**config.mk**
```make
export PLATFORM = sky130hd
export DESIGN_NAME = smc_spi_mode
export DESIGN_NICKNAME = d
export VERILOG_FILES = /design/src/rtl/smc_pkg.sv /design/src/rtl/smc_sync.sv /design/src/rtl/smc_spi_mode.sv
export SDC_FILE = /design/constraint.sdc
export NUM_CORES = 1
export LEC_CHECK = 0
export ABC_AREA = 1
export BUFFER_PORTS_ARGS = -buffer_cell sky130_fd_sc_hd__buf_4
export CAP_MARGIN = 20
export CORE_UTILIZATION = 43
export DETAILED_ROUTE_END_ITERATION = 16
export PLACE_DENSITY_LB_ADDON = 0.1
export SLEW_MARGIN = 20
export SYNTH_ARGS = -nofsm -noshare
export SYNTH_HDL_FRONTEND = slang
export SYNTH_HIERARCHICAL = 1
export SYNTH_SLANG_ARGS = --single-unit
```
**constraint.sdc**
```tcl
create_clock -name aclk -period 3.5 [get_ports aclk]
set_input_delay 0.175 -clock aclk [delete_from_list [all_inputs] [get_ports aclk]]
set_output_delay 0.175 -clock aclk [all_outputs]
set_load 0.05 [all_outputs]
```
**src/rtl/smc_pkg.sv**
```systemverilog
// Package: constants, offsets and types for the SPI mode extension block
package smc_pkg;

  // Clock and link timing
  localparam int unsigned CLK_PERIOD_NS  = 8;    // System clock period
  localparam int unsigned LINK_PERIOD_NS = 125;  // Serial clock period
  // Half serial period in clocks
  localparam int unsigned HALF_CYCLES =
    (LINK_PERIOD_NS / 2) / CLK_PERIOD_NS;

  // Register byte offsets
  localparam logic [31:0] OFF_CTRL     = 32'h0000_0000; // Channel control
  localparam logic [31:0] OFF_TX_DATA  = 32'h0000_0004; // Transmit byte
  localparam logic [31:0] OFF_RX_DATA  = 32'h0000_0008; // Receive byte
  localparam logic [31:0] OFF_INT_STAT = 32'h0000_000c; // Sticky events
  localparam logic [31:0] OFF_INT_CLR  = 32'h0000_0010; // Event clear
  localparam logic [31:0] OFF_INT_EN   = 32'h0000_0014; // Event enable
  // Mode register index, byte address four times it
  localparam logic [31:0] IDX_SPI_MODE_EXT = 32'h0008_a02d;
  localparam logic [31:0] OFF_SPI_MODE_EXT = 32'(IDX_SPI_MODE_EXT * 4);

  // Mode register field positions
  localparam int unsigned B_SEL  = 0; // slave_select_enable
  localparam int unsigned B_FLOW = 1; // flow_control_input_enable
  localparam int unsigned B_SWAP = 2; // master_slave_select
  localparam int unsigned B_FLT  = 4; // mode_fault_flag
  localparam int unsigned B_POL  = 6; // clock_polarity_invert
  localparam int unsigned B_PHA  = 7; // clock_phase_delay
  localparam logic [7:0]  MODE_RST     = 8'h00; // Mode reset value
  localparam logic [7:0]  MODE_CFG_MSK = 8'hc7; // Locked config bits

  // Control register field positions
  localparam int unsigned B_RX_ON    = 0; // rx_on
  localparam int unsigned B_TX_ON    = 1; // tx_on
  localparam int unsigned B_CKS      = 2; // clock_source_sel, 2 bits
  localparam int unsigned B_SPI_MODE = 4; // Simple SPI mode select
  localparam logic [7:0]  CTRL_RST   = 8'h00; // Control reset value
  localparam logic [7:0]  CTRL_MSK   = 8'h1f; // Implemented control bits
  localparam logic [1:0]  CKS_MASTER = 2'h0;  // Internal clock source

  // Event bits
  localparam int unsigned INT_W       = 2; // Number of events
  localparam int unsigned B_INT_DONE  = 0; // Byte transferred
  localparam int unsigned B_INT_FAULT = 1; // Mode fault seen
  localparam int unsigned B_BUSY      = 8; // Busy bit in receive register

  // Transfer length
  localparam logic [3:0] BITS_PER_BYTE = 4'h8;

  // AXI responses
  localparam logic [1:0] RESP_OKAY   = 2'h0;
  localparam logic [1:0] RESP_SLVERR = 2'h2;

  // Serial pins, synchronised together
  typedef struct packed {
    logic ss_n; // Shared select / flow control pin
    logic sck;  // Serial clock pin
    logic txd;  // Transmit data pin
    logic rxd;  // Receive data pin
  } smc_pins_s;

  // Transfer engine states
  typedef enum logic [0:0] {
    ST_IDLE = 1'b0,
    ST_RUN  = 1'b1
  } smc_state_e;

endpackage : smc_pkg

```
**src/rtl/smc_sync.sv**
```systemverilog
// Two-flop synchroniser for asynchronous pin inputs
`timescale 1ns/1ps
`default_nettype none
module smc_sync #(
  parameter int unsigned W = 1  // Number of bits
) (
  input  wire logic         aclk,    // System clock
  input  wire logic         aresetn, // Synchronous reset, active low
  input  wire logic [W-1:0] d,       // Asynchronous inputs
  output logic      [W-1:0] q        // Synchronised outputs
);

  logic [W-1:0] meta_q; // First stage, read only by second stage
  logic [W-1:0] sync_q; // Second stage

  // Two stages, no logic between them
  always_ff @(posedge aclk) begin
    if (!aresetn) begin
      meta_q <= '0;
      sync_q <= '0;
    end else begin
      meta_q <= d;
      sync_q <= meta_q;
    end
  end

  assign q = sync_q;

endmodule : smc_sync
`default_nettype wire

```
**src/rtl/smc_spi_mode.sv**
```systemverilog
// SPI mode extension block with AXI4-Lite registers and shift engine
// Contract
// - Select pin gates transfers only when enabled
// - Config bits writable only while rx/tx off
// - Flow enable: pin is clear-to-send; with neither enable set, request-to-send
// - Select and flow both set act as both clear
// - Master select set swaps transmit and receive data pins
// - Master means clock source 00 and master select 0
// - Select low in SPI master with select enabled sets fault flag
// - Fault flag clears on 0 after read as 1
// - Polarity bit inverts serial clock idle level
// - Phase bit delays clock relative to data
// - Reserved mode bits read as zero
`timescale 1ns/1ps
`default_nettype none
module smc_spi_mode #(
  parameter int unsigned HALF_DIV = smc_pkg::HALF_CYCLES // Half sck period
) (
  input  wire logic        aclk,                // System clock
  input  wire logic        aresetn,             // Sync reset, active low
  input  wire logic [31:0] s_axi_awaddr,        // Write address
  input  wire logic        s_axi_awvalid,       // Write address valid
  output logic             s_axi_awready,       // Write address ready
  input  wire logic [31:0] s_axi_wdata,         // Write data
  input  wire logic [3:0]  s_axi_wstrb,         // Write strobes
  input  wire logic        s_axi_wvalid,        // Write data valid
  output logic             s_axi_wready,        // Write data ready
  output logic [1:0]       s_axi_bresp,         // Write response
  output logic             s_axi_bvalid,        // Write response valid
  input  wire logic        s_axi_bready,        // Write response ready
  input  wire logic [31:0] s_axi_araddr,        // Read address
  input  wire logic        s_axi_arvalid,       // Read address valid
  output logic             s_axi_arready,       // Read address ready
  output logic [31:0]      s_axi_rdata,         // Read data
  output logic [1:0]       s_axi_rresp,         // Read response
  output logic             s_axi_rvalid,        // Read data valid
  input  wire logic        s_axi_rready,        // Read data ready
  input  wire logic        slave_select_pin_in,  // Select / CTS level
  output logic             slave_select_pin_out, // RTS drive level
  output logic             slave_select_pin_oe,  // RTS drive enable
  input  wire logic        transmit_data_pin_in, // Transmit pin level
  output logic             transmit_data_pin_out,// Transmit pin drive
  output logic             transmit_data_pin_oe, // Transmit pin enable
  input  wire logic        receive_data_pin_in,  // Receive pin level
  output logic             receive_data_pin_out, // Receive pin drive
  output logic             receive_data_pin_oe,  // Receive pin enable
  input  wire logic        serial_clock_pin_in,  // Serial clock level
  output logic             serial_clock_pin_out, // Serial clock drive
  output logic             serial_clock_pin_oe,  // Serial clock enable
  output logic             irq                   // Level interrupt
);

  // Synchronised pins
  smc_pkg::smc_pins_s pins_raw;  // Raw pin levels
  smc_pkg::smc_pins_s pins_s;    // Pin levels after two flops

  assign pins_raw.ss_n = slave_select_pin_in;
  assign pins_raw.sck  = serial_clock_pin_in;
  assign pins_raw.txd  = transmit_data_pin_in;
  assign pins_raw.rxd  = receive_data_pin_in;

  smc_sync #(.W($bits(smc_pkg::smc_pins_s))) u_sync (
    .aclk    (aclk),
    .aresetn (aresetn),
    .d       (pins_raw),
    .q       (pins_s)
  );

  // Register state
  logic [7:0]              mode_q;     // spi_mode_extension
  logic [7:0]              ctrl_q;     // serial_ctrl_reg
  logic [7:0]              rx_data_q;  // Last received byte
  logic [smc_pkg::INT_W-1:0] stat_q;   // Sticky events
  logic [smc_pkg::INT_W-1:0] en_q;     // Event enables
  logic                    flt_rd_q;   // Fault flag read as 1

  // Engine state
  smc_pkg::smc_state_e state_q;  // Idle or running
  logic [7:0]          sh_q;     // Shift register
  logic [3:0]          cnt_q;    // Bits sampled
  logic                bit_q;    // Sampled bit awaiting shift
  logic                first_q;  // No leading edge yet
  logic [7:0]          div_q;    // Master clock divider
  logic                sck_q;    // Master serial clock
  logic                sck_prev_q; // Previous sampled pin clock

  // Pin output flops
  logic txd_out_q, txd_oe_q, rxd_out_q, rxd_oe_q;
  logic sck_oe_q, ss_out_q, ss_oe_q, irq_q;

  // AXI slave state
  logic        awready_q, wready_q, bvalid_q, arready_q, rvalid_q;
  logic        aw_held_q, w_held_q;  // Address / data captured
  logic [31:0] awaddr_q;             // Captured write address
  logic [31:0] wdata_q;              // Captured write data
  logic        wlane0_q;             // Byte lane 0 strobe
  logic [1:0]  bresp_q, rresp_q;     // Responses
  logic [31:0] rdata_q;              // Read data

  // Mode and control field decode
  wire sel_en   = mode_q[smc_pkg::B_SEL];
  wire flow_en  = mode_q[smc_pkg::B_FLOW];
  wire swap     = mode_q[smc_pkg::B_SWAP];
  wire pol      = mode_q[smc_pkg::B_POL];
  wire pha      = mode_q[smc_pkg::B_PHA];
  wire rx_on    = ctrl_q[smc_pkg::B_RX_ON];
  wire tx_on    = ctrl_q[smc_pkg::B_TX_ON];
  wire spi_mode = ctrl_q[smc_pkg::B_SPI_MODE];
  wire [1:0] cks = ctrl_q[smc_pkg::B_CKS +: 2];

  // Both enables together count as neither
  wire both_en = sel_en & flow_en;
  wire sel_eff = sel_en & ~both_en;
  wire flw_eff = flow_en & ~both_en;

  // Master when internal clock and master select clear
  wire master = (cks == smc_pkg::CKS_MASTER) & ~swap;
  wire ss_low = ~pins_s.ss_n;
  wire running = (state_q == smc_pkg::ST_RUN);
  wire chan_on = rx_on | tx_on;

  // Slave deselected: select enabled in SPI slave and pin high
  wire slave_sel = ~(spi_mode & sel_eff & ~master) | ss_low;
  // Clear-to-send gates transfers when flow input enabled
  wire cts_ok = ~flw_eff | ss_low;
  // Mode fault: select low during SPI master with select enabled
  wire fault_ev = spi_mode & sel_eff & master & ss_low;

  // Receive data from the pin chosen by master select
  wire din = swap ? pins_s.txd : pins_s.rxd;

  // Master clock edges
  wire div_end = (div_q == 8'(HALF_DIV - 1));
  wire m_tog   = running & master & cts_ok & div_end;
  wire m_lead  = m_tog & (sck_q == pol);
  wire m_trail = m_tog & (sck_q != pol);
  // Slave clock edges, only while selected
  wire s_edge  = running & ~master & slave_sel &
                 (pins_s.sck != sck_prev_q);
  wire s_lead  = s_edge & (pins_s.sck != pol);
  wire s_trail = s_edge & (pins_s.sck == pol);
  wire lead_ev  = master ? m_lead : s_lead;
  wire trail_ev = master ? m_trail : s_trail;

  // Phase picks which edge samples and which shifts
  wire sample_ev = pha ? trail_ev : lead_ev;
  wire shift_ev  = pha ? lead_ev : trail_ev;
  wire shift_do  = shift_ev & ~(pha & first_q);
  wire done_ev   = pha ?
                   (sample_ev & (cnt_q == 4'(smc_pkg::BITS_PER_BYTE - 1))) :
                   (shift_ev & (cnt_q == smc_pkg::BITS_PER_BYTE));
  wire last_bit  = pha ? din : bit_q;
  wire abort     = running & (~chan_on | (master & fault_ev));

  // AXI handshakes
  wire aw_hs  = s_axi_awvalid & awready_q;
  wire w_hs   = s_axi_wvalid & wready_q;
  wire b_hs   = bvalid_q & s_axi_bready;
  wire ar_hs  = s_axi_arvalid & arready_q;
  wire r_hs   = rvalid_q & s_axi_rready;
  wire wr_do  = aw_held_q & w_held_q & ~bvalid_q;
  wire wr_en  = wr_do & wlane0_q;

  // Write address decode
  wire wa_ctrl = (awaddr_q == smc_pkg::OFF_CTRL);
  wire wa_tx   = (awaddr_q == smc_pkg::OFF_TX_DATA);
  wire wa_clr  = (awaddr_q == smc_pkg::OFF_INT_CLR);
  wire wa_en   = (awaddr_q == smc_pkg::OFF_INT_EN);
  wire wa_mode = (awaddr_q == smc_pkg::OFF_SPI_MODE_EXT);
  wire wa_hit  = wa_ctrl | wa_tx | wa_clr | wa_en | wa_mode |
                 (awaddr_q == smc_pkg::OFF_RX_DATA) |
                 (awaddr_q == smc_pkg::OFF_INT_STAT);

  // Read address decode
  wire ra_mode = (s_axi_araddr == smc_pkg::OFF_SPI_MODE_EXT);
  wire [31:0] rd_mux =
    (s_axi_araddr == smc_pkg::OFF_CTRL) ? {24'h0, ctrl_q} :
    (s_axi_araddr == smc_pkg::OFF_RX_DATA) ? {23'h0, running, rx_data_q} :
    (s_axi_araddr == smc_pkg::OFF_INT_STAT) ? {30'h0, stat_q} :
    (s_axi_araddr == smc_pkg::OFF_INT_EN) ? {30'h0, en_q} :
    ra_mode ? {24'h0, mode_q} : 32'h0;
  wire ra_hit = ra_mode |
    (s_axi_araddr == smc_pkg::OFF_CTRL) |
    (s_axi_araddr == smc_pkg::OFF_TX_DATA) |
    (s_axi_araddr == smc_pkg::OFF_RX_DATA) |
    (s_axi_araddr == smc_pkg::OFF_INT_STAT) |
    (s_axi_araddr == smc_pkg::OFF_INT_CLR) |
    (s_axi_araddr == smc_pkg::OFF_INT_EN);

  // Engine start on a transmit write
  wire start_ev = wr_en & wa_tx & ~running & chan_on & cts_ok &
                  ~(master & fault_ev);
  // Config bits locked while rx or tx is on
  wire cfg_open = ~rx_on & ~tx_on;
  wire flt_clr  = wr_en & wa_mode & ~wdata_q[smc_pkg::B_FLT] &
                  flt_rd_q;
  wire [7:0] mode_cfg_d = cfg_open ?
    (wdata_q[7:0] & smc_pkg::MODE_CFG_MSK) :
    (mode_q & smc_pkg::MODE_CFG_MSK);
  wire flt_d = (spi_mode & fault_ev) |
               (mode_q[smc_pkg::B_FLT] & ~flt_clr);
  wire [smc_pkg::INT_W-1:0] ev_d = {fault_ev, done_ev & running};
  wire [smc_pkg::INT_W-1:0] clr_d =
    (wr_en & wa_clr) ? wdata_q[smc_pkg::INT_W-1:0] : '0;

  // Write channel capture and response
  always_ff @(posedge aclk) begin
    if (!aresetn) begin
      awready_q <= 1'b0;
      wready_q  <= 1'b0;
      aw_held_q <= 1'b0;
      w_held_q  <= 1'b0;
      awaddr_q  <= 32'h0;
      wdata_q   <= 32'h0;
      wlane0_q  <= 1'b0;
      bvalid_q  <= 1'b0;
      bresp_q   <= smc_pkg::RESP_OKAY;
    end else begin
      if (aw_hs) begin           // Take address
        aw_held_q <= 1'b1;
        awaddr_q  <= s_axi_awaddr;
        awready_q <= 1'b0;
      end else if (~aw_held_q & ~bvalid_q) begin
        awready_q <= 1'b1;
      end
      if (w_hs) begin            // Take data
        w_held_q <= 1'b1;
        wdata_q  <= s_axi_wdata;
        wlane0_q <= s_axi_wstrb[0];
        wready_q <= 1'b0;
      end else if (~w_held_q & ~bvalid_q) begin
        wready_q <= 1'b1;
      end
      if (wr_do) begin           // Both present: answer
        aw_held_q <= 1'b0;
        w_held_q  <= 1'b0;
        bvalid_q  <= 1'b1;
        bresp_q   <= wa_hit ? smc_pkg::RESP_OKAY : smc_pkg::RESP_SLVERR;
      end else if (b_hs) begin
        bvalid_q <= 1'b0;
      end
    end
  end

  // Read channel: answer one cycle after address
  always_ff @(posedge aclk) begin
    if (!aresetn) begin
      arready_q <= 1'b0;
      rvalid_q  <= 1'b0;
      rdata_q   <= 32'h0;
      rresp_q   <= smc_pkg::RESP_OKAY;
    end else if (ar_hs) begin
      arready_q <= 1'b0;
      rvalid_q  <= 1'b1;
      rdata_q   <= rd_mux;
      rresp_q   <= ra_hit ? smc_pkg::RESP_OKAY : smc_pkg::RESP_SLVERR;
    end else if (r_hs) begin
      rvalid_q <= 1'b0;
    end else if (~rvalid_q) begin
      arready_q <= 1'b1;
    end
  end

  // Software registers
  always_ff @(posedge aclk) begin
    if (!aresetn) begin
      mode_q     <= smc_pkg::MODE_RST;
      ctrl_q     <= smc_pkg::CTRL_RST;
      en_q       <= '0;
      stat_q     <= '0;
      flt_rd_q   <= 1'b0;
    end else begin
      if (wr_en & wa_ctrl) begin
        ctrl_q <= wdata_q[7:0] & smc_pkg::CTRL_MSK;
      end
      if (wr_en & wa_en) begin
        en_q <= wdata_q[smc_pkg::INT_W-1:0];
      end
      // Sticky events: a new event wins over a clear
      stat_q <= ev_d | (stat_q & ~clr_d);
      // Reserved bits never set
      mode_q <= (wr_en & wa_mode) ? mode_cfg_d :
                (mode_q & smc_pkg::MODE_CFG_MSK);
      mode_q[smc_pkg::B_FLT] <= flt_d;
      // Remember a read that saw the flag set
      if (flt_clr | ~mode_q[smc_pkg::B_FLT]) begin
        flt_rd_q <= 1'b0;
      end else if (ar_hs & ra_mode) begin
        flt_rd_q <= 1'b1;
      end
    end
  end

  // Transfer state machine
  always_ff @(posedge aclk) begin
    if (!aresetn) begin
      state_q <= smc_pkg::ST_IDLE;
    end else begin
      case (state_q)
        smc_pkg::ST_IDLE: begin
          if (start_ev) state_q <= smc_pkg::ST_RUN;
        end
        smc_pkg::ST_RUN: begin
          if (abort | done_ev) state_q <= smc_pkg::ST_IDLE;
        end
        default: state_q <= smc_pkg::ST_IDLE;
      endcase
    end
  end

  // Shift engine
  always_ff @(posedge aclk) begin
    if (!aresetn) begin
      sh_q      <= 8'h0;
      cnt_q     <= 4'h0;
      bit_q     <= 1'b0;
      first_q   <= 1'b1;
      rx_data_q <= 8'h0;
    end else if (start_ev) begin
      sh_q    <= wdata_q[7:0];
      cnt_q   <= 4'h0;
      first_q <= 1'b1;
    end else if (running & ~master & ~slave_sel) begin
      cnt_q   <= 4'h0;
      first_q <= 1'b1;
    end else begin
      if (lead_ev) first_q <= 1'b0;
      if (sample_ev) begin
        bit_q <= din;
        cnt_q <= cnt_q + 4'h1;
      end
      if (shift_do) sh_q <= {sh_q[6:0], bit_q};
      if (done_ev) rx_data_q <= {sh_q[6:0], last_bit};
    end
  end

  // Master clock generator and pin clock history
  always_ff @(posedge aclk) begin
    if (!aresetn) begin
      div_q      <= 8'h0;
      sck_q      <= 1'b0;
      sck_prev_q <= 1'b0;
    end else begin
      sck_prev_q <= pins_s.sck;
      if (~running) begin
        div_q <= 8'h0;
        sck_q <= pol;
      end else if (master & cts_ok) begin
        div_q <= div_end ? 8'h0 : div_q + 8'h1;
        if (div_end) sck_q <= ~sck_q;
      end
    end
  end

  // Pin drivers, registered
  wire data_drv = tx_on & (master | slave_sel);
  always_ff @(posedge aclk) begin
    if (!aresetn) begin
      txd_out_q <= 1'b1;
      txd_oe_q  <= 1'b0;
      rxd_out_q <= 1'b1;
      rxd_oe_q  <= 1'b0;
      sck_oe_q  <= 1'b0;
      ss_out_q  <= 1'b1;
      ss_oe_q   <= 1'b0;
      irq_q     <= 1'b0;
    end else begin
      txd_out_q <= sh_q[7];
      txd_oe_q  <= data_drv & ~swap;
      rxd_out_q <= sh_q[7];
      rxd_oe_q  <= data_drv & swap;
      sck_oe_q  <= master & chan_on;
      // Request-to-send low while ready to receive
      ss_out_q  <= ~(rx_on & ~running);
      ss_oe_q   <= ~sel_eff & ~flw_eff;
      irq_q     <= |(stat_q & en_q);
    end
  end

  // Outputs straight from flops
  assign s_axi_awready         = awready_q;
  assign s_axi_wready          = wready_q;
  assign s_axi_bvalid          = bvalid_q;
  assign s_axi_bresp           = bresp_q;
  assign s_axi_arready         = arready_q;
  assign s_axi_rvalid          = rvalid_q;
  assign s_axi_rdata           = rdata_q;
  assign s_axi_rresp           = rresp_q;
  assign transmit_data_pin_out = txd_out_q;
  assign transmit_data_pin_oe  = txd_oe_q;
  assign receive_data_pin_out  = rxd_out_q;
  assign receive_data_pin_oe   = rxd_oe_q;
  assign serial_clock_pin_out  = sck_q;
  assign serial_clock_pin_oe   = sck_oe_q;
  assign slave_select_pin_out  = ss_out_q;
  assign slave_select_pin_oe   = ss_oe_q;
  assign irq                   = irq_q;

endmodule : smc_spi_mode
`default_nettype wire

```
==> impl_metrics.env <==
export IMPL_post_route_drc_count=0
export IMPL_dpl_hpwl_um=10090
export IMPL_synth_area_um2=5796
export IMPL_maxSlewHeadroom=0.5103
export IMPL_ys_types=46
export IMPL_crit_path_max_fanout=10
export IMPL_post_route_period_util=0.5987
export IMPL_placed_area_um2=6646
export IMPL_p_per_area_nw_per_um2=507.6
export IMPL_finalSetupViolations=0
export IMPL_synth_seq_area_share=0.4249
export IMPL_synth_flop_cell="dfxtp_1"
export IMPL_dr_pass1_iters=5
export IMPL_rows=42
export IMPL_drtIter0Drc=227
export IMPL_clk_root_buffer_cell="clkbuf_16"
export IMPL_postCtsSetupRepairBufs=0
export IMPL_antenna_found_initial=0
export IMPL_rr_worst_depth=12
export IMPL_final_antenna_net_count=0
export IMPL_period_needed_ns=2.095
export IMPL_vias=5367
export IMPL_startpoint_type="flop"
export IMPL_yosys_warnings=6
export IMPL_cts_clk_slew_worst_paths_ns=0.06
export IMPL_ys_ff_latch=123
export IMPL_dieArea_um2=13950
export IMPL_setup_tns_ns=0
export IMPL_synth_edf_count=0
export IMPL_status="complete, no violations"
export IMPL_max_clock_path_buffers=2
export IMPL_fin_nets=1049
export IMPL_grt_pass1_wl_um=23120
export IMPL_start_util=0.4394
export IMPL_leakage_nw=3.391
export IMPL_cts_max_level=4
export IMPL_rsz0062_at_grt="false"
export IMPL_critPathArrivalTime_ns=2.40
export IMPL_place_inst=1083
export IMPL_crit_chain="inv_1 > ha_1 > nand2_1 > inv_1 > nor3_1 > nand3b_1 > nand2_1 > nand3_1 > nand2_2 > inv_2 > nor2_1 > nor2_1"
export IMPL_synth_most_common_cell="nor2_1"
export IMPL_port_buffers=108
export IMPL_fp_dieW_um=118.1
export IMPL_fin_area_um2=7342
export IMPL_setup_worst_path_class="reg -> reg"
export IMPL_layout_cells_non_filler=1121
export IMPL_clock_sinks=123
export IMPL_drv_cap=0
export IMPL_avgViaCountPerCell=4.788
export IMPL_hold_slack_ns=0.01046
export IMPL_grt_pass1_vias=4964
export IMPL_routedWlPerCell_um=12.19
export IMPL_grt_max_degree=84
export IMPL_async_flop_share=0
export IMPL_crit_path_end_kind="flop"
export IMPL_drv_slew=0
export IMPL_synthTopCellsByArea="dfxtp_1 (42%), nor2_1 (11%), nand2_1 (8.5%)"
export IMPL_whs_path_depth=3
export IMPL_worstMarginPinSlew_ns=0.7346
export IMPL_detail_route_wirelength_um=13660
export IMPL_ioPinCount=161
export IMPL_yosysTopAreaCell="dfxtp_1"
export IMPL_power_mw=3.727
export IMPL_max_freq_mhz=477.2
export IMPL_yosys_top_cells_count="nor2_1 (168), nand2_1 (132), dfxtp_1 (123), inv_1 (88), o21ai_0 (60)"
export IMPL_die_h_um=118.1
export IMPL_place_congestion=0.8726
export IMPL_critPathRequiredTime_ns=3.81
export IMPL_ir_drop_mv=0.2738
export IMPL_cp_slowest_cell="dfxtp_1"
export IMPL_clk_latency_ns=0.41
export IMPL_hold_viol=0
export IMPL_overflow=0
export IMPL_cts_buffers=17
export IMPL_core_area_um2=13190
export IMPL_synth_area_per_cell_um2=7.076
export IMPL_slowest_delay_ns=0.44
export IMPL_drive_gt1_frac=0.1894
export IMPL_hold_class="in -> reg"
export IMPL_grtUsageTotal=0.2080
export IMPL_finClkSkew_ns=0.006607
export IMPL_syn_inst=819
export IMPL_yosys_area_top_type_share=0.4249
export IMPL_area_growth_pct=26.68
export IMPL_diodes=0
export IMPL_tritoncts="done"
-- final timing paths --
check | start | to | slack (ns)
worst min register to register | u_sync/meta_q[0] | u_sync/q[0] | 0.41
worst max-delay path | mode_q[0] | rx_data_q[7] | 1.40
worst max register to register | mode_q[0] | rx_data_q[7] | 1.40
worst min-delay path | s_axi_awaddr[9] | awaddr_q[9] | 0.01
-- stage by stage --
step	utilization	setup WS, ns
5_1_grt	0.5566	1.182
3_3_place_gp	0.5039	1.408
6_report	0.5566	1.405
4_1_cts	0.5566	1.385
2_1_floorplan	-	1.771
3_5_place_dp	0.5039	1.409
-- metal layers --
metal | wire (um) | track usage
met1 | 6568 | 0.2713
met2 | 6269 | 0.3283
met3 | 695 | 0.05814
met4 | 127 | 0.07292
met5 | 0 | 0
-- cell families after synthesis --
kind of cell | after synthesis | synth area share
flops | 123 | 0.4249
compound gates | 128 | 0.1224
buf+inv | 144 | 0.1140
fa+ha+maj | 6 | 0.01295
simple gates | 411 | 0.3161
other cells | 1 | 0.0006470
xor+xnor | 6 | 0.009069
-- flip-flops by register name, indices dropped and copies added, names as in the netlist, 2 cells and up --
signal,cells
ctrl_q,5
s_axi_rdata,9
stat_q,2
mode_q,6
wdata_q,8
div_q,8
u_sync/q,4
en_q,2
awaddr_q,32
sh_q,8
cnt_q,4
rx_data_q,8
u_sync/meta_q,4
-- area by class of cell --
type	instances	area, um2
Clock inverter	12	168.9
Tap cell	176	220.2
Sequential cell	123	2462
Fill cell	1257	5848
Timing Repair Buffer	118	900.9
Inverter	96	360.3
Clock buffer	20	466.7
Multi-Input combinational cell	576	2763
-- where the power goes --
group	switching, mW	internal [mW]
Combinational	0.241	0.137
Clock	0.626	1.24
Sequential	0.0313	1.45
-- what timing repair did --
item                      CTS  global route
hold endpoints to repair    6             0
resized for setup           0             0
hold buffers                6             0
-- layout by cell type, fill, tap and decap left out, types with 8 or more instances in the layout --
| cell type | netlist | routed |
|---|---|---|
| a21oi_1 | 39 | 39 |
| inv_1 | 88 | 88 |
| buf_4 | 27 | 112 |
| inv_2 | 8 | 8 |
| o21bai_1 | 8 | 8 |
| clkbuf_16 | 0 | 17 |
| nand3_1 | 47 | 47 |
| dfxtp_1 | 123 | 123 |
| conb_1 | 1 | 25 |
| nand2_1 | 132 | 132 |
| nand4_1 | 18 | 18 |
| o21ai_0 | 60 | 60 |
| nor2_1 | 168 | 168 |
-- critical path: cells and delay by family, from the launching register on --
family | cells | cell delay, ns
buf+inv | 3 | 0.26
simple gates | 8 | 1.06
flops | 1 | 0.44
fa+ha+maj | 1 | 0.20
Power figures use the tool's default switching activity.
